<file path="src/hdl/wr_burst_pkg.sv">
// Shared constants for the burst write port and its controller
package wr_burst_pkg;
  // Burst type codes
  localparam logic [1:0] BURST_FIXED = 2'h0;
  localparam logic [1:0] BURST_INCR = 2'h1;
  localparam logic [1:0] BURST_WRAP = 2'h2;
  // Completion codes
  localparam logic [1:0] RESP_OKAY = 2'h0;
  localparam logic [1:0] RESP_SLVERR = 2'h2;
  // Variant select
  localparam bit VARIANT_AXI3 = 1'b0;
  localparam bit VARIANT_AXI4 = 1'b1;
  localparam int LEN_W_AXI3 = 4;
  // Controller register offsets (byte addresses)
  localparam logic [7:0] OFS_CTRL = 8'h00;
  localparam logic [7:0] OFS_ADDR = 8'h04;
  localparam logic [7:0] OFS_XFER = 8'h08;
  localparam logic [7:0] OFS_ATTR = 8'h0C;
  localparam logic [7:0] OFS_SEED = 8'h10;
  localparam logic [7:0] OFS_STRB = 8'h14;
  localparam logic [7:0] OFS_STAT = 8'h18;
  // Field positions
  localparam int CTRL_START = 0;
  localparam int XFER_LEN = 0;
  localparam int XFER_SIZE = 8;
  localparam int XFER_BURST = 12;
  localparam int XFER_ID = 16;
  localparam int ATTR_LOCK = 0;
  localparam int ATTR_CACHE = 4;
  localparam int ATTR_PROT = 8;
  localparam int ATTR_QOS = 12;
  localparam int ATTR_REGION = 16;
  localparam int ATTR_USER = 20;
  localparam int STAT_BUSY = 0;
  localparam int STAT_DONE = 1;
  localparam int STAT_RESP = 2;
  localparam int STAT_ID = 8;
  // Reset values
  localparam logic [31:0] XFER_RST = 32'h0000_1200;
  localparam logic [31:0] STRB_RST = 32'hFFFF_FFFF;
  localparam logic [31:0] WORD_RST = 32'h0000_0000;
endpackage

</file>
<file path="src/hdl/wr_burst_if.sv">
// Write-side channel bundle joining the controller and the port
`timescale 1ns/1ps
`default_nettype none
interface wr_burst_if #(
  parameter int ID_W = 4,
  parameter int ADDR_W = 32,
  parameter int DATA_W = 32,
  parameter int USER_W = 8
) (
  input wire logic aclk,
  input wire logic aresetn
);
  logic [ID_W-1:0] awid;
  logic [ADDR_W-1:0] awaddr;
  logic [7:0] awlen;
  logic [2:0] awsize;
  logic [1:0] awburst;
  logic [1:0] awlock;
  logic [3:0] awcache;
  logic [2:0] awprot;
  logic [3:0] awqos;
  logic [3:0] awregion;
  logic [USER_W-1:0] awuser;
  logic awvalid;
  logic awready;
  logic [ID_W-1:0] wid;
  logic [DATA_W-1:0] wdata;
  logic [DATA_W/8-1:0] wstrb;
  logic wlast;
  logic [USER_W-1:0] wuser;
  logic wvalid;
  logic wready;
  logic [ID_W-1:0] bid;
  logic [1:0] bresp;
  logic [USER_W-1:0] buser;
  logic bvalid;
  logic bready;
  modport master (
    input aclk, aresetn, awready, wready, bid, bresp, buser, bvalid,
    output awid, awaddr, awlen, awsize, awburst, awlock, awcache, awprot,
    output awqos, awregion, awuser, awvalid, wid, wdata, wstrb, wlast,
    output wuser, wvalid, bready
  );
  modport slave (
    input aclk, aresetn, awid, awaddr, awlen, awsize, awburst, awlock,
    input awcache, awprot, awqos, awregion, awuser, awvalid, wid, wdata,
    input wstrb, wlast, wuser, wvalid, bready,
    output awready, wready, bid, bresp, buser, bvalid
  );
endinterface
`default_nettype wire

</file>
<file path="src/hdl/wr_burst_ctrl.sv">
// Far end: APB-programmed controller that issues one write burst per start
`timescale 1ns/1ps
`default_nettype none
// Function
// - Sample every channel signal on rising edge
// - Channel reset is active low
// - Address gives the first beat byte address
// - Length gives exact beat count
// - Size gives bytes per beat
// - Burst type selects beat address stepping
// - Lock attribute travels with the address
// - Cache attribute states handling needs
// - Protection gives privilege, security, access type
// - QoS, region, user only in AXI4
// - Address valid from master, ready from slave
// - Data tag only in AXI3
// - Strobes mark meaningful bytes; slave honours them
// - Last flag only on final beat
// - Data valid from master, ready from slave
// - Slave returns status of whole write
// - Slave tags every response
// - Response valid from slave, ready from master
// - Data and response user fields AXI4 only
// - Valids held low during reset
// - No combinational input-to-output path
// - One strobe per data byte
// - One response per burst
module wr_burst_ctrl #(
  parameter int ID_W = 4,
  parameter int ADDR_W = 32,
  parameter int DATA_W = 32,
  parameter int USER_W = 8,
  parameter bit VARIANT = wr_burst_pkg::VARIANT_AXI4
) (
  input wire logic I_CLK,
  input wire logic I_SYS_RST,
  input wire logic I_PSEL,
  input wire logic I_PENABLE,
  input wire logic I_PWRITE,
  input wire logic [7:0] I_PADDR,
  input wire logic [31:0] I_PWDATA,
  output logic [31:0] O_PRDATA,
  output logic O_PREADY,
  output logic O_PSLVERR,
  wr_burst_if.master bus
);
  localparam int LANES = DATA_W / 8;

  if (DATA_W < 8 || DATA_W > 256 || (DATA_W & (DATA_W - 1)) != 0 || ADDR_W > 32
      || ID_W > 8 || USER_W > 8)
  begin : g_bad_cfg
    $error("wr_burst_ctrl: unsupported width parameter");
  end

  typedef enum logic [1:0] {
    ST_IDLE = 2'b00,
    ST_ADDR = 2'b01,
    ST_DATA = 2'b11,
    ST_RESP = 2'b10
  } state_t;

  state_t state_ff;
  logic rst;
  logic setup, wr_acc, start;
  logic pready_ff, pslverr_ff;
  logic [31:0] prdata_ff, nxt_prdata;
  logic map_hit;
  logic [31:0] addr_ff, xfer_ff, attr_ff, seed_ff, strb_ff;
  logic done_ff;
  logic [1:0] stat_resp_ff;
  logic [7:0] stat_id_ff;
  logic awvalid_ff, wvalid_ff, wlast_ff, bready_ff;
  logic [7:0] len_ff, beat_ff;
  logic [ID_W-1:0] id_ff;
  logic [DATA_W-1:0] wdata_ff;
  logic aw_hs, w_hs, b_hs;
  logic [7:0] req_len;

  // Channel reset is low-active; either reset idles the controller
  assign rst = I_SYS_RST | ~bus.aresetn;

  // APB slave: answer comes in the first access cycle
  assign setup = I_PSEL & ~I_PENABLE;
  assign wr_acc = I_PSEL & I_PENABLE & pready_ff & I_PWRITE;
  // A start while a burst is in flight is dropped
  assign start = wr_acc && (I_PADDR == wr_burst_pkg::OFS_CTRL)
               && I_PWDATA[wr_burst_pkg::CTRL_START] && (state_ff == ST_IDLE);

  always_comb
  begin
    map_hit = 1'b1;
    nxt_prdata = 32'h0000_0000;
    unique case (I_PADDR)
      wr_burst_pkg::OFS_CTRL: nxt_prdata = 32'h0000_0000;
      wr_burst_pkg::OFS_ADDR: nxt_prdata = addr_ff;
      wr_burst_pkg::OFS_XFER: nxt_prdata = xfer_ff;
      wr_burst_pkg::OFS_ATTR: nxt_prdata = attr_ff;
      wr_burst_pkg::OFS_SEED: nxt_prdata = seed_ff;
      wr_burst_pkg::OFS_STRB: nxt_prdata = strb_ff;
      wr_burst_pkg::OFS_STAT:
      begin
        nxt_prdata[wr_burst_pkg::STAT_BUSY] = (state_ff != ST_IDLE);
        nxt_prdata[wr_burst_pkg::STAT_DONE] = done_ff;
        nxt_prdata[wr_burst_pkg::STAT_RESP +: 2] = stat_resp_ff;
        nxt_prdata[wr_burst_pkg::STAT_ID +: 8] = stat_id_ff;
      end
      default: map_hit = 1'b0;
    endcase
  end

  always_ff @(posedge I_CLK or posedge rst)
  begin
    if (rst)
    begin
      pready_ff <= 1'b0;
      pslverr_ff <= 1'b0;
      prdata_ff <= wr_burst_pkg::WORD_RST;
    end
    else
    begin
      pready_ff <= setup;
      if (setup)
      begin
        pslverr_ff <= ~map_hit;
        prdata_ff <= I_PWRITE ? wr_burst_pkg::WORD_RST : nxt_prdata;
      end
    end
  end

  // Software-written setup registers
  always_ff @(posedge I_CLK or posedge rst)
  begin
    if (rst)
    begin
      addr_ff <= wr_burst_pkg::WORD_RST;
      xfer_ff <= wr_burst_pkg::XFER_RST;
      attr_ff <= wr_burst_pkg::WORD_RST;
      seed_ff <= wr_burst_pkg::WORD_RST;
      strb_ff <= wr_burst_pkg::STRB_RST;
    end
    else if (wr_acc)
    begin
      unique case (I_PADDR)
        wr_burst_pkg::OFS_ADDR: addr_ff <= I_PWDATA;
        wr_burst_pkg::OFS_XFER: xfer_ff <= I_PWDATA;
        wr_burst_pkg::OFS_ATTR: attr_ff <= I_PWDATA;
        wr_burst_pkg::OFS_SEED: seed_ff <= I_PWDATA;
        wr_burst_pkg::OFS_STRB: strb_ff <= I_PWDATA;
        default: ;
      endcase
    end
  end

  assign aw_hs = awvalid_ff & bus.awready;
  assign w_hs = wvalid_ff & bus.wready;
  assign b_hs = bready_ff & bus.bvalid;
  // AXI3 carries only four length bits
  assign req_len = (VARIANT == wr_burst_pkg::VARIANT_AXI3)
                 ? {4'h0, xfer_ff[wr_burst_pkg::XFER_LEN +: wr_burst_pkg::LEN_W_AXI3]}
                 : xfer_ff[wr_burst_pkg::XFER_LEN +: 8];

  always_ff @(posedge I_CLK or posedge rst)
  begin
    if (rst)
    begin
      state_ff <= ST_IDLE;
      awvalid_ff <= 1'b0;
      wvalid_ff <= 1'b0;
      wlast_ff <= 1'b0;
      bready_ff <= 1'b0;
    end
    else
    begin
      unique case (state_ff)
        ST_IDLE:
          if (start)
          begin
            state_ff <= ST_ADDR;
            awvalid_ff <= 1'b1;
          end
        ST_ADDR:
          // Data follows the accepted address; simpler than overlapping channels
          if (aw_hs)
          begin
            state_ff <= ST_DATA;
            awvalid_ff <= 1'b0;
            wvalid_ff <= 1'b1;
            wlast_ff <= (len_ff == 8'h00);
          end
        ST_DATA:
          if (w_hs)
          begin
            wlast_ff <= (beat_ff + 8'h01 == len_ff);
            if (wlast_ff)
            begin
              state_ff <= ST_RESP;
              wvalid_ff <= 1'b0;
              wlast_ff <= 1'b0;
              bready_ff <= 1'b1;
            end
          end
        ST_RESP:
          if (b_hs)
          begin
            state_ff <= ST_IDLE;
            bready_ff <= 1'b0;
          end
      endcase
    end
  end

  // Beat count and pattern data: beat n carries seed plus n in each word
  always_ff @(posedge I_CLK or posedge rst)
  begin
    if (rst)
    begin
      len_ff <= 8'h00;
      id_ff <= '0;
      beat_ff <= 8'h00;
      wdata_ff <= '0;
    end
    else if (start)
    begin
      len_ff <= req_len;
      id_ff <= xfer_ff[wr_burst_pkg::XFER_ID +: ID_W];
      beat_ff <= 8'h00;
      wdata_ff <= DATA_W'({(DATA_W + 31) / 32 {seed_ff}});
    end
    else if (w_hs)
    begin
      beat_ff <= beat_ff + 8'h01;
      wdata_ff <= DATA_W'({(DATA_W + 31) / 32 {seed_ff + 32'({24'h00_0000, beat_ff})
                                              + 32'h0000_0001}});
    end
  end

  // Status: completion wins over the clear done by a new start
  always_ff @(posedge I_CLK or posedge rst)
  begin
    if (rst)
    begin
      done_ff <= 1'b0;
      stat_resp_ff <= wr_burst_pkg::RESP_OKAY;
      stat_id_ff <= 8'h00;
    end
    else if (b_hs)
    begin
      done_ff <= 1'b1;
      stat_resp_ff <= bus.bresp;
      stat_id_ff <= 8'(bus.bid);
    end
    else if (start)
      done_ff <= 1'b0;
  end

  assign O_PRDATA = prdata_ff;
  assign O_PREADY = pready_ff;
  assign O_PSLVERR = pslverr_ff;

  // Every channel output comes from a flop or is tied to zero
  assign bus.awvalid = awvalid_ff;
  assign bus.awid = id_ff;
  assign bus.awaddr = addr_ff[ADDR_W-1:0];
  assign bus.awlen = len_ff;
  assign bus.awsize = xfer_ff[wr_burst_pkg::XFER_SIZE +: 3];
  assign bus.awburst = xfer_ff[wr_burst_pkg::XFER_BURST +: 2];
  assign bus.awlock = attr_ff[wr_burst_pkg::ATTR_LOCK +: 2];
  assign bus.awcache = attr_ff[wr_burst_pkg::ATTR_CACHE +: 4];
  assign bus.awprot = attr_ff[wr_burst_pkg::ATTR_PROT +: 3];
  // Fields absent from the variant are held at zero
  assign bus.awqos = VARIANT ? attr_ff[wr_burst_pkg::ATTR_QOS +: 4] : 4'h0;
  assign bus.awregion = VARIANT ? attr_ff[wr_burst_pkg::ATTR_REGION +: 4] : 4'h0;
  assign bus.awuser = VARIANT ? attr_ff[wr_burst_pkg::ATTR_USER +: USER_W] : '0;
  assign bus.wid = VARIANT ? '0 : id_ff;
  assign bus.wuser = '0;
  assign bus.wvalid = wvalid_ff;
  assign bus.wdata = wdata_ff;
  assign bus.wstrb = strb_ff[LANES-1:0];
  assign bus.wlast = wlast_ff;
  assign bus.bready = bready_ff;
endmodule
`default_nettype wire

</file>
<file path="src/flat_wrapper.sv">
// flat-port wrapper written by rule: the top's interface ports become plain ports
module wr_burst_ctrl_flat 
#(
  parameter int ID_W = 4,
  parameter int ADDR_W = 32,
  parameter int DATA_W = 32,
  parameter int USER_W = 8,
  parameter bit VARIANT = wr_burst_pkg::VARIANT_AXI4
)
  (I_CLK, I_SYS_RST, I_PSEL, I_PENABLE, I_PWRITE, I_PADDR, I_PWDATA, O_PRDATA, O_PREADY, O_PSLVERR, aclk, aresetn, bus_awready, bus_wready, bus_bid, bus_bresp, bus_buser, bus_bvalid, bus_awid, bus_awaddr, bus_awlen, bus_awsize, bus_awburst, bus_awlock, bus_awcache, bus_awprot, bus_awqos, bus_awregion, bus_awuser, bus_awvalid, bus_wid, bus_wdata, bus_wstrb, bus_wlast, bus_wuser, bus_wvalid, bus_bready);
  wr_burst_if #(.ID_W(ID_W), .ADDR_W(ADDR_W), .DATA_W(DATA_W), .USER_W(USER_W)) bus_i (.aclk(aclk), .aresetn(aresetn));
  input wire logic I_CLK;
  input wire logic I_SYS_RST;
  input wire logic I_PSEL;
  input wire logic I_PENABLE;
  input wire logic I_PWRITE;
  input wire logic [7:0] I_PADDR;
  input wire logic [31:0] I_PWDATA;
  output logic [31:0] O_PRDATA;
  output logic O_PREADY;
  output logic O_PSLVERR;
  input wire logic aclk;
  input wire logic aresetn;
  input wire logic [$bits(bus_i.awready)-1:0] bus_awready;
  input wire logic [$bits(bus_i.wready)-1:0] bus_wready;
  input wire logic [$bits(bus_i.bid)-1:0] bus_bid;
  input wire logic [$bits(bus_i.bresp)-1:0] bus_bresp;
  input wire logic [$bits(bus_i.buser)-1:0] bus_buser;
  input wire logic [$bits(bus_i.bvalid)-1:0] bus_bvalid;
  output wire logic [$bits(bus_i.awid)-1:0] bus_awid;
  output wire logic [$bits(bus_i.awaddr)-1:0] bus_awaddr;
  output wire logic [$bits(bus_i.awlen)-1:0] bus_awlen;
  output wire logic [$bits(bus_i.awsize)-1:0] bus_awsize;
  output wire logic [$bits(bus_i.awburst)-1:0] bus_awburst;
  output wire logic [$bits(bus_i.awlock)-1:0] bus_awlock;
  output wire logic [$bits(bus_i.awcache)-1:0] bus_awcache;
  output wire logic [$bits(bus_i.awprot)-1:0] bus_awprot;
  output wire logic [$bits(bus_i.awqos)-1:0] bus_awqos;
  output wire logic [$bits(bus_i.awregion)-1:0] bus_awregion;
  output wire logic [$bits(bus_i.awuser)-1:0] bus_awuser;
  output wire logic [$bits(bus_i.awvalid)-1:0] bus_awvalid;
  output wire logic [$bits(bus_i.wid)-1:0] bus_wid;
  output wire logic [$bits(bus_i.wdata)-1:0] bus_wdata;
  output wire logic [$bits(bus_i.wstrb)-1:0] bus_wstrb;
  output wire logic [$bits(bus_i.wlast)-1:0] bus_wlast;
  output wire logic [$bits(bus_i.wuser)-1:0] bus_wuser;
  output wire logic [$bits(bus_i.wvalid)-1:0] bus_wvalid;
  output wire logic [$bits(bus_i.bready)-1:0] bus_bready;
  assign bus_i.awready = bus_awready;
  assign bus_i.wready = bus_wready;
  assign bus_i.bid = bus_bid;
  assign bus_i.bresp = bus_bresp;
  assign bus_i.buser = bus_buser;
  assign bus_i.bvalid = bus_bvalid;
  assign bus_awid = bus_i.awid;
  assign bus_awaddr = bus_i.awaddr;
  assign bus_awlen = bus_i.awlen;
  assign bus_awsize = bus_i.awsize;
  assign bus_awburst = bus_i.awburst;
  assign bus_awlock = bus_i.awlock;
  assign bus_awcache = bus_i.awcache;
  assign bus_awprot = bus_i.awprot;
  assign bus_awqos = bus_i.awqos;
  assign bus_awregion = bus_i.awregion;
  assign bus_awuser = bus_i.awuser;
  assign bus_awvalid = bus_i.awvalid;
  assign bus_wid = bus_i.wid;
  assign bus_wdata = bus_i.wdata;
  assign bus_wstrb = bus_i.wstrb;
  assign bus_wlast = bus_i.wlast;
  assign bus_wuser = bus_i.wuser;
  assign bus_wvalid = bus_i.wvalid;
  assign bus_bready = bus_i.bready;
  wr_burst_ctrl #(.ID_W(ID_W), .ADDR_W(ADDR_W), .DATA_W(DATA_W), .USER_W(USER_W), .VARIANT(VARIANT)) u_core (.I_CLK(I_CLK), .I_SYS_RST(I_SYS_RST), .I_PSEL(I_PSEL), .I_PENABLE(I_PENABLE), .I_PWRITE(I_PWRITE), .I_PADDR(I_PADDR), .I_PWDATA(I_PWDATA), .O_PRDATA(O_PRDATA), .O_PREADY(O_PREADY), .O_PSLVERR(O_PSLVERR), .bus(bus_i));
endmodule
</file>
<file path="config.mk">
export PLATFORM = sky130hd
export DESIGN_NAME = wr_burst_ctrl_flat
export DESIGN_NICKNAME = d
export VERILOG_FILES = /design/src/hdl/wr_burst_pkg.sv /design/src/hdl/wr_burst_if.sv /design/src/hdl/wr_burst_ctrl.sv /design/src/flat_wrapper.sv
export SDC_FILE = /design/constraint.sdc
export NUM_CORES = 1
export LEC_CHECK = 0
export BUFFER_PORTS_ARGS = -buffer_cell sky130_fd_sc_hd__clkbuf_2
export CORE_MARGIN = 3
export CORE_UTILIZATION = 45
export CTS_BUF_LIST = sky130_fd_sc_hd__clkbuf_4
export CTS_CLUSTER_SIZE = 20
export DETAILED_ROUTE_END_ITERATION = 10
export GPL_ROUTABILITY_DRIVEN = 0
export PLACE_DENSITY = 0.67
export SLEW_MARGIN = 20
export SYNTH_ARGS = -nofsm -noshare
export SYNTH_HDL_FRONTEND = slang
export SYNTH_SLANG_ARGS = --single-unit
</file>
<file path="constraint.sdc">
create_clock -name I_CLK -period 20.8 [get_ports I_CLK]
set_clock_uncertainty 0.2 [all_clocks]
set_input_delay 1.04 -clock I_CLK [delete_from_list [all_inputs] [get_ports I_CLK]]
set_output_delay 1.04 -clock I_CLK [all_outputs]
set_load 0.005 [all_outputs]
</file>
Yosys cells after proc, flatten, opt, wreduce, memory -nomap -nowiden:

Index checks and enable logic that the tools add are counted.

* word-level logic and storage cells: 105
* bits in registers: 259
* output and inout bits: 160
* bits of input ports: 64

* equality and inequality tests: 15
* add/subtract/negate cells: 3
* bitwise gates (word level): 11
* reductions and logical operators: 23
* mux-type cells: 33

Operator list (number)
* 2-to-1 mux 32 bit: 3
* one-hot mux 16 bit (5 select lines): 1
* one-hot mux 8 bit (6 select lines): 1
* adder 32 x 1 -> 32 bit (second input constant): 1
* adder 32 x 8 -> 32 bit: 1
* == test 8 x 5 -> 1 bit (second input constant): 3
* one-hot mux 4 bit (6 select lines): 1
* one-hot mux 4 bit (5 select lines): 1
* == test 8 x 4 -> 1 bit (second input constant): 2
* logical NOT 8 bit: 2
* 2-to-1 mux 8 bit: 2
* 2-to-1 mux 1 bit: 14
* nonzero test 2 bit: 6
* 2-to-1 mux 2 bit: 5
* inequality test 2 x 1 -> 1 bit (second input constant): 5
* AND reduction 2 bit: 5
* adder 8 x 1 -> 8 bit (second input constant): 1
* == test 8 x 3 -> 1 bit (second input constant): 1
* == test 8 bit: 1
* one-hot mux 1 bit (2 select lines): 4
* one-hot mux 2 bit (4 select lines): 1
* AND reduction 4 bit: 2
* bitwise AND 1 bit: 7
* OR reduction 7 bit: 1
* 8 further kinds: 14

Longest topological paths before layout:

Gate-level depths: netlist of run 1.

* depth in word-level cells: 8
* gate-level depth with buffers: 11
* depth with buffers taken out: 10

Worst setup path after synthesis of run 1:

No wires, ideal clock.

* kind: input port to flip-flop
* from: in I_PADDR[5]
* to: reg u_core.attr_ff[0]
* cell stages on the path: 6
* slack: 17.819 ns
* library setup time: 0.125 ns
* data required time: 20.475 ns
* data arrival time: 2.656 ns
* path buffers: 2
* cells stage by stage: or4_1 > clkbuf_1 > nor4_4 > nand2_2 > buf_6 > mux2_4

* word-level cells in the longest chain between the ends: 2

Ends and longest elaborated chain
* from (decl): line flat_wrapper.sv:17 `input wire logic [7:0] I_PADDR;`
* == test 8 x 4 -> 1 bit: line wr_burst_ctrl.sv:143 `unique case (I_PADDR)`
* AND reduction 2 bit (no line)
* to (signal assigned): line wr_burst_ctrl.sv:137 `attr_ff <= wr_burst_pkg::WORD_RST;`
* to (decl): line wr_burst_ctrl.sv:68 `logic [31:0] addr_ff, xfer_ff, attr_ff, seed_ff, strb_ff;`

No other way between the ends.
A chain may end at the register's enable or synchronous reset.

Final worst setup path of run 1:

* from: in I_PADDR[5]
* to: reg u_core.wdata_ff[21], in the netlist u_core.bus.wdata[21]

* word-level cells in the longest chain between the ends: 5
* elaborated cells on any way between the ends: 6
* those cells by class: mux: 1; reduce/logical: 5

Ends and longest elaborated chain
* logical NOT 8 bit *: line wr_burst_ctrl.sv:86 `assign start = wr_acc && (I_PADDR == wr_burst_pkg::OFS_CTRL)`
* logical AND 1 bit *: line wr_burst_ctrl.sv:86
* logical AND 1 bit * (2 in series): line wr_burst_ctrl.sv:87 `&& I_PWDATA[wr_burst_pkg::CTRL_START] && (state_ff == ST_IDLE);`
* 2-to-1 mux 32 bit / nonzero test 2 bit (equally long branches)
* to (signal assigned): line wr_burst_ctrl.sv:227 `wdata_ff <= DATA_W'({(DATA_W + 31) / 32 {seed_ff}});`
* to (signal assigned): line wr_burst_ctrl.sv:232 `wdata_ff <= DATA_W'({(DATA_W + 31) / 32 {seed_ff + 32'({24'h00_0000, beat_ff})`
* to (decl): line wr_burst_ctrl.sv:75 `logic [DATA_W-1:0] wdata_ff;`

Mark *: on every way between the ends. The rest lies on a longest branch, timed or not.

==> results of run 1 <==
final timing paths:
check,from,depth (start not counted),end,slack [ns]
max,I_PADDR[5],8,u_core.bus.wdata[21],17.58
min,u_core.bus.awid[2],2,u_core.bus.awid[2],0.26
max reg2reg,u_core.seed_ff[1],7,u_core.bus.wdata[31],17.71
min reg2reg,u_core.bus.awid[2],2,u_core.bus.awid[2],0.26
max in group asynchronous,I_SYS_RST,4,u_core.O_PRDATA[20],18.27
min in group asynchronous,aresetn,3,u_core.bus.awaddr[0],0.50
cell type report:
cell class,count,area (um^2)
Fill cell,2406,12700
Inverter,10,37.5
Clock inverter,15,85.1
Timing Repair Buffer,217,1140
Clock buffer,115,863
Multi-Input combinational cell,685,5280
Tap cell,341,427
Antenna cell,1,2.50
Sequential cell,259,6520
sequential cells by signal (all words and copies together) (netlist names), 2 cells and up:
signal	cells
u_core.O_PRDATA	32
u_core.attr_ff	32
u_core.beat_ff	8
u_core.bus.awaddr	32
u_core.bus.awid	4
u_core.bus.awlen	8
u_core.bus.wdata	32
u_core.seed_ff	32
u_core.stat_id_ff	4
u_core.stat_resp_ff	2
u_core.state_ff	2
u_core.strb_ff	32
u_core.xfer_ff	32
cell usage after synthesis, drive strengths merged (4+ instances only):
master and instances:
a221o 4, xor2 13, and2 6, a222oi 20
nor3 6, dfrtp 225, inv 10, dfstp 34
and4 7, and3 10, ha 9, buf 71
nand4 6, nor4b 5, nand3 25, nor4 5
xnor2 13, nand2 98, o21ai 46, or4 9
nor2 42, mux2 166, clkbuf 43, o31ai 8
a22o 35, a22oi 40, a31oi 14, a21oi 38
o22a 5, mux2i 4
power by group through the flow:
stage / clock, W / sequential (W) / combinational [W]
after CTS: 0.000487 / 0.000508 / 0.0000328
after global routing: 0.000518 / 0.000508 / 0.0000360
after detailed placement: 0 / 0.000517 / 0.0000327
after global placement: 0 / 0.000517 / 0.0000323
after floorplan: 0 / 0.000516 / 0.0000164
final: 0.000474 / 0.000508 / 0.0000323
metrics by stage:
stage	utilization, %	std cells	hold WS (ns)	setup WS [ns]	instance area [um^2]
detailed placement	49.6	1512	0.258	16.94	13400
CTS	53.1	1642	0.272	17.65	14400
global route	53.1	1643	0.284	17.48	14400
global placement	49.6	1512	0.256	16.97	13400
finish	53.1	1643	0.265	17.58	14400
floorplan	-	1068	0.248	3.17	12400
worst max-delay path, stage by stage:
cell and delay (ns):
clkbuf_2 0.12, nor4_4 0.26, buf_4 0.47, nand4_1 0.34, nor2_2 0.60, buf_4 0.39
o31ai_1 0.13, a31oi_1 0.21
cells by family (layout without fill, tap and decap cells):
family          after synthesis  count (layout)  share of synthesized area, %
compound gates              237             237                          13.5
xor+xnor                     26              26                          1.84
fa+ha+maj                    10              10                          1.07
buf+inv                     124             357                          5.50
flops                       259             259                          52.6
mux                         170             170                          16.3
other cells                   1              13                        0.0302
simple gates                230             230                          9.13
per-layer routing:
layer	vias to the layer above	part of all wire, %	wire length, um
met2	333	46	15900
met4	0	2.0	687
li1	4270	-	-
met5	-	0	0
met3	45	7.1	2470
met1	4779	45	15500
==> summary.txt, run 1 <==
Outcome: complete, no violations
# hold bufs at CTS: 0
Setup_tns: 0 ns
Ys Warns: 0
Max-slew violation count: 0
Final hold vios: 0
Area Overhead vs Synth: 15.7%
Initial antenna violation count: 1
# DRC: 0
Worst-Skew Late Latency: 0.68 ns
Worst Hold Class: reg -> reg
Buffers added on ports: 202
GR Layer Usage met3: 5.14%
Ports: 224
Gr usage total: 23.1%
CP endpoint kind: register
P_sw: 0.000237 W
Crit path time final: 3.22 ns
Top post-synthesis cells by area: dfrtp_1 45%, mux2_2 12%, dfstp_2 7.2%
Die height: 172 um
Clock share of power: 46.7%
Global-route wire length before repair: 53,300 um
RSZ-0062 raised after global routing: false
Internal: 0.000777 W
Max Fclk: 311 MHz
Die footprint: 29,600 um^2
Combinational fraction of design power: 3.2%
Most common cell after layout, fill and taps aside: dfrtp_1
DP Wirelength: 22,700 um
Leakage: 7.21 nW
Largest area contributor in the netlist: dfrtp_1
Clock root buffer: clkbuf_4
Largest net degree at the start of global routing: 182
Mapped cell area: 12,400 um^2
Mapped Cells: 1,057
EDFF count, synth: 0
Number of H-tree levels: 3
Post-Route WL: 34,500 um
Row cnt: 60
Worst-margin pin slew: 1.05 ns
Vias per Instance: 5.74
Core Box Area: 27,000 um^2
Relative slew slack: 29.9%
Asr flop ratio synth: 100%
Yosys top cell area share: 45.4%
Sw Share: 23.4%
Max-cap violations: 0
Signal arrival time at the worst endpoint: 3.58 ns
GRT busiest layer: met2
Synth cell types: 65
Setup Crit Path Kind: in -> reg
1st-pass router iterations: 6
Die width: 172 um
CTS tree: built
Drt wl/cell: 21.0 um
Layout cells sized above 1: 42.3%
Register share of total power: 50.1%
Max FO, Critical Path: 35
Worst-path clk slew: 0.07 ns
Routed Antenna Nets: 0
Period utilisation layout: 15.5%
Pwr Density: 70.6 nW/um^2
Number of global-route vias before repair: 9,475
Worst Path Required: 21.16 ns
Nets: 1,319
Crit path launch type: input pin
Top FF cell, synth: dfrtp_1
Post-cts resize count: 0
Clk sinks: 259
TritonCTS Buffers: 72
Most frequent cells in the layout: 225 x dfrtp_1, 202 x clkbuf_2, 132 x mux2_2, 115 x clkbuf_4, 97 x nand2_1
Overflow after GRT: 0
Seq/Total Area, Yosys: 52.6%
GRT met2 Usage: 35.6%
#FFs+latches synth: 259
Vias: 9,427
Final Setup Violations: 0
VDD IR-drop max: 0.0373 mV
Post-CTS Repair Setup Buffers: 0
Synth Area per Inst: 11.7 um^2
Max Buffers Root-to-Sink: 3
Met1 usage: 32.3%
Final Power: 0.00101 W
Initial Utilization: 45.9%
1st-iter DRT viols: 711
Note: power is estimated with default switching activity, not from simulation.
==> inputs of run 2 (changes only) <==
--- a/config.mk
+++ b/config.mk
@@ -12,7 +12,7 @@
 export CTS_CLUSTER_SIZE = 20
 export DETAILED_ROUTE_END_ITERATION = 10
 export GPL_ROUTABILITY_DRIVEN = 0
-export PLACE_DENSITY = 0.67
+export PLACE_DENSITY = 0.69
 export SLEW_MARGIN = 20
 export SYNTH_ARGS = -nofsm -noshare
 export SYNTH_HDL_FRONTEND = slang
==> constraint.sdc (replaced) <==
create_clock -name I_CLK -period 2.8 [get_ports I_CLK]
set_clock_uncertainty 0.2 [all_clocks]
set_input_delay 0.14 -clock I_CLK [delete_from_list [all_inputs] [get_ports I_CLK]]
set_output_delay 0.14 -clock I_CLK [all_outputs]
set_load 0.005 [all_outputs]
==> run 2 against run 1 <==
Critical endpoint is now u_core.bus.awid[0]. Sequential share of layout area fell by 2.7 points. Critical path depth shrank 1. Count of clock-buffer cells in the layout fell by 5. Core utilization up 3.4 points. Worst setup slack lost 17 ns. Final cell count rose by 5.4%. Total power increased to 7.3 times the previous value.
==> summary.txt, run 2 (same netlist as run 1, synthesis figures left out) <==
Most common cell after layout, fill and taps aside: dfrtp_1
Area Overhead vs Synth: 23.1%
CP peak stage delay: 0.63 ns
1st-iter DRT viols: 774
# DRC: 0
Vias: 9,838
Most frequent cells in the layout: 225 x dfrtp_1, 202 x clkbuf_2, 132 x mux2_2, 110 x clkbuf_4, 97 x nand2_1
Worst Path Required: 3.20 ns
Relative slew slack: 55.7%
CTS tree: built
Outcome: complete, no violations
Max Buffers Root-to-Sink: 3
Core Box Area: 27,000 um^2
1st-pass router iterations: 7
Post-DP Area: 13,800 um^2
Drt wl/cell: 20.7 um
DP Wirelength: 24,400 um
Die footprint: 29,600 um^2
Worst path slowest cell: dlygate4sd3_1
Overflow after GRT: 0
Clk sinks: 259
Gr usage total: 24.4%
Ports: 224
Buffers added on ports: 202
Clock root buffer: clkbuf_4
Pwr Density: 487 nW/um^2
TritonCTS Buffers: 68
Max Fclk: 368 MHz
Worst setup path end: u_core.bus.awid[0]
Setup Crit Path Kind: reg -> reg
RSZ-0062 raised after global routing: true
Initial Utilization: 45.9%
R2r endpoint: u_core.bus.awid[0]
Max-cap violations: 0
Worst-path clk slew: 0.06 ns
VDD IR-drop max: 0.293 mV
Row cnt: 60
Die width: 172 um
Fill count: 2,318
Nets: 1,414
Worst Path Buf+Inv: 2
Max FO, Critical Path: 19
Largest net degree at the start of global routing: 93
CP startpoint: u_core.O_PREADY
CP Depth: 7
Crit path time final: 2.72 ns
Period utilisation layout: 97.0%
Number of global-route vias before repair: 10,028
Worst-margin pin slew: 0.657 ns
Post-Route WL: 35,900 um
Initial antenna violation count: 1
Final Setup Violations: 0
Vias per Instance: 5.68
Number of H-tree levels: 3
Crit path launch type: register
Worst-Skew Late Latency: 0.67 ns
WHS Path Cells: 3
Die height: 172 um
WHS: 0.112 ns
Leakage: 7.67 nW
CP top delay family: simple AND/OR/NAND/NOR gates
CP dominant cell by count: nand2_1
Layout cells sized above 1: 42.0%
CP endpoint kind: register
Critical path cell sequence: and4_2 -> dlygate4sd3_1 -> nand4_1 -> nor2_2 -> buf_4 -> nand2_1 -> nand2_1
Final hold vios: 0
Global-route wire length before repair: 56,400 um
R2r startpoint: u_core.O_PREADY
Routed Antenna Nets: 0
Max-slew violation count: 0
Setup_tns: 0 ns
Signal arrival time at the worst endpoint: 3.12 ns
Finished Cell Area: 15,300 um^2
Reg2Reg Setup Slack: 0.08 ns
R2R depth: 7
Worst Hold Class: in -> reg
-- run 2: final cells by class --
cell class	instances	area (um^2)	area share (%)
sequential	259	6520	42.7
inverter	10	37.5	0.246
tap	341	427	2.79
clock buffer	110	826	5.41
clock inverter	10	38.8	0.254
multi-input combinational	685	5290	34.6
timing repair buffer	316	2120	13.9
antenna	1	2.50	0.0164
-- run 2: tightest hold or removal path, cell delays in order --
cell and delay [ns]:
dlygate4sd3_1 0.52, clkbuf_2 0.14, mux2_4 0.14
-- run 2: how the worst min path moves through the flow --
| stage | from | to |
|---|---|---|
| 2_1_floorplan | I_PWDATA[0] | u_core.seed_ff[0] |
| 3_3_place_gp | aresetn | u_core.attr_ff[23] |
| 3_5_place_dp | I_SYS_RST | u_core.attr_ff[23] |
| 4_1_cts | I_PWDATA[27] | u_core.attr_ff[27] |
| 5_1_grt | I_PWDATA[22] | u_core.seed_ff[22] |
| 6_report | I_PWDATA[27] | u_core.attr_ff[27] |
-- run 2: stage by stage --
step	setup slack [ns]	power, W	util, %	cells
final	0.0838	0.00744	56.5	1732
after global routing	-0.0150	0.00777	56.5	1732
after CTS	0.0626	0.00752	56.5	1731
after detailed placement	0.0978	0.00410	50.9	1548
after global placement	0.131	0.00410	50.9	1548
after floorplan	-2.73	0.00396	-	1068
-- run 2: repair_timing --
| action | in CTS | in global routing |
|---|---|---|
| hold endpoints to repair | 472 | 0 |
| hold buffers | 63 | 0 |
| setup endpoints to repair | 0 | 36 |
| resized for setup | 0 | 2 |
| buffers inserted | 0 | 0 |
-- run 2: power breakdown --
group | leakage, nW | internal, W | switching (W) | total, W
clock | 0.540 | 0.00177 | 0.00157 | 0.00334
sequential | 3.46 | 0.00376 | 0.0000120 | 0.00377
combinational | 3.67 | 0.000122 | 0.000200 | 0.000322
-- run 2: per-layer routing --
metal  share of wire, %  wire [um]  vias to the layer above  GRT usage (%)
li1                   -          -                     4449              -
met1                 44      15900                     4915           34.5
met3                8.2       2960                       62           5.99
met2                 45      16200                      412           37.7
met5                  0          0                        -              0
met4                2.3        842                        0           7.50
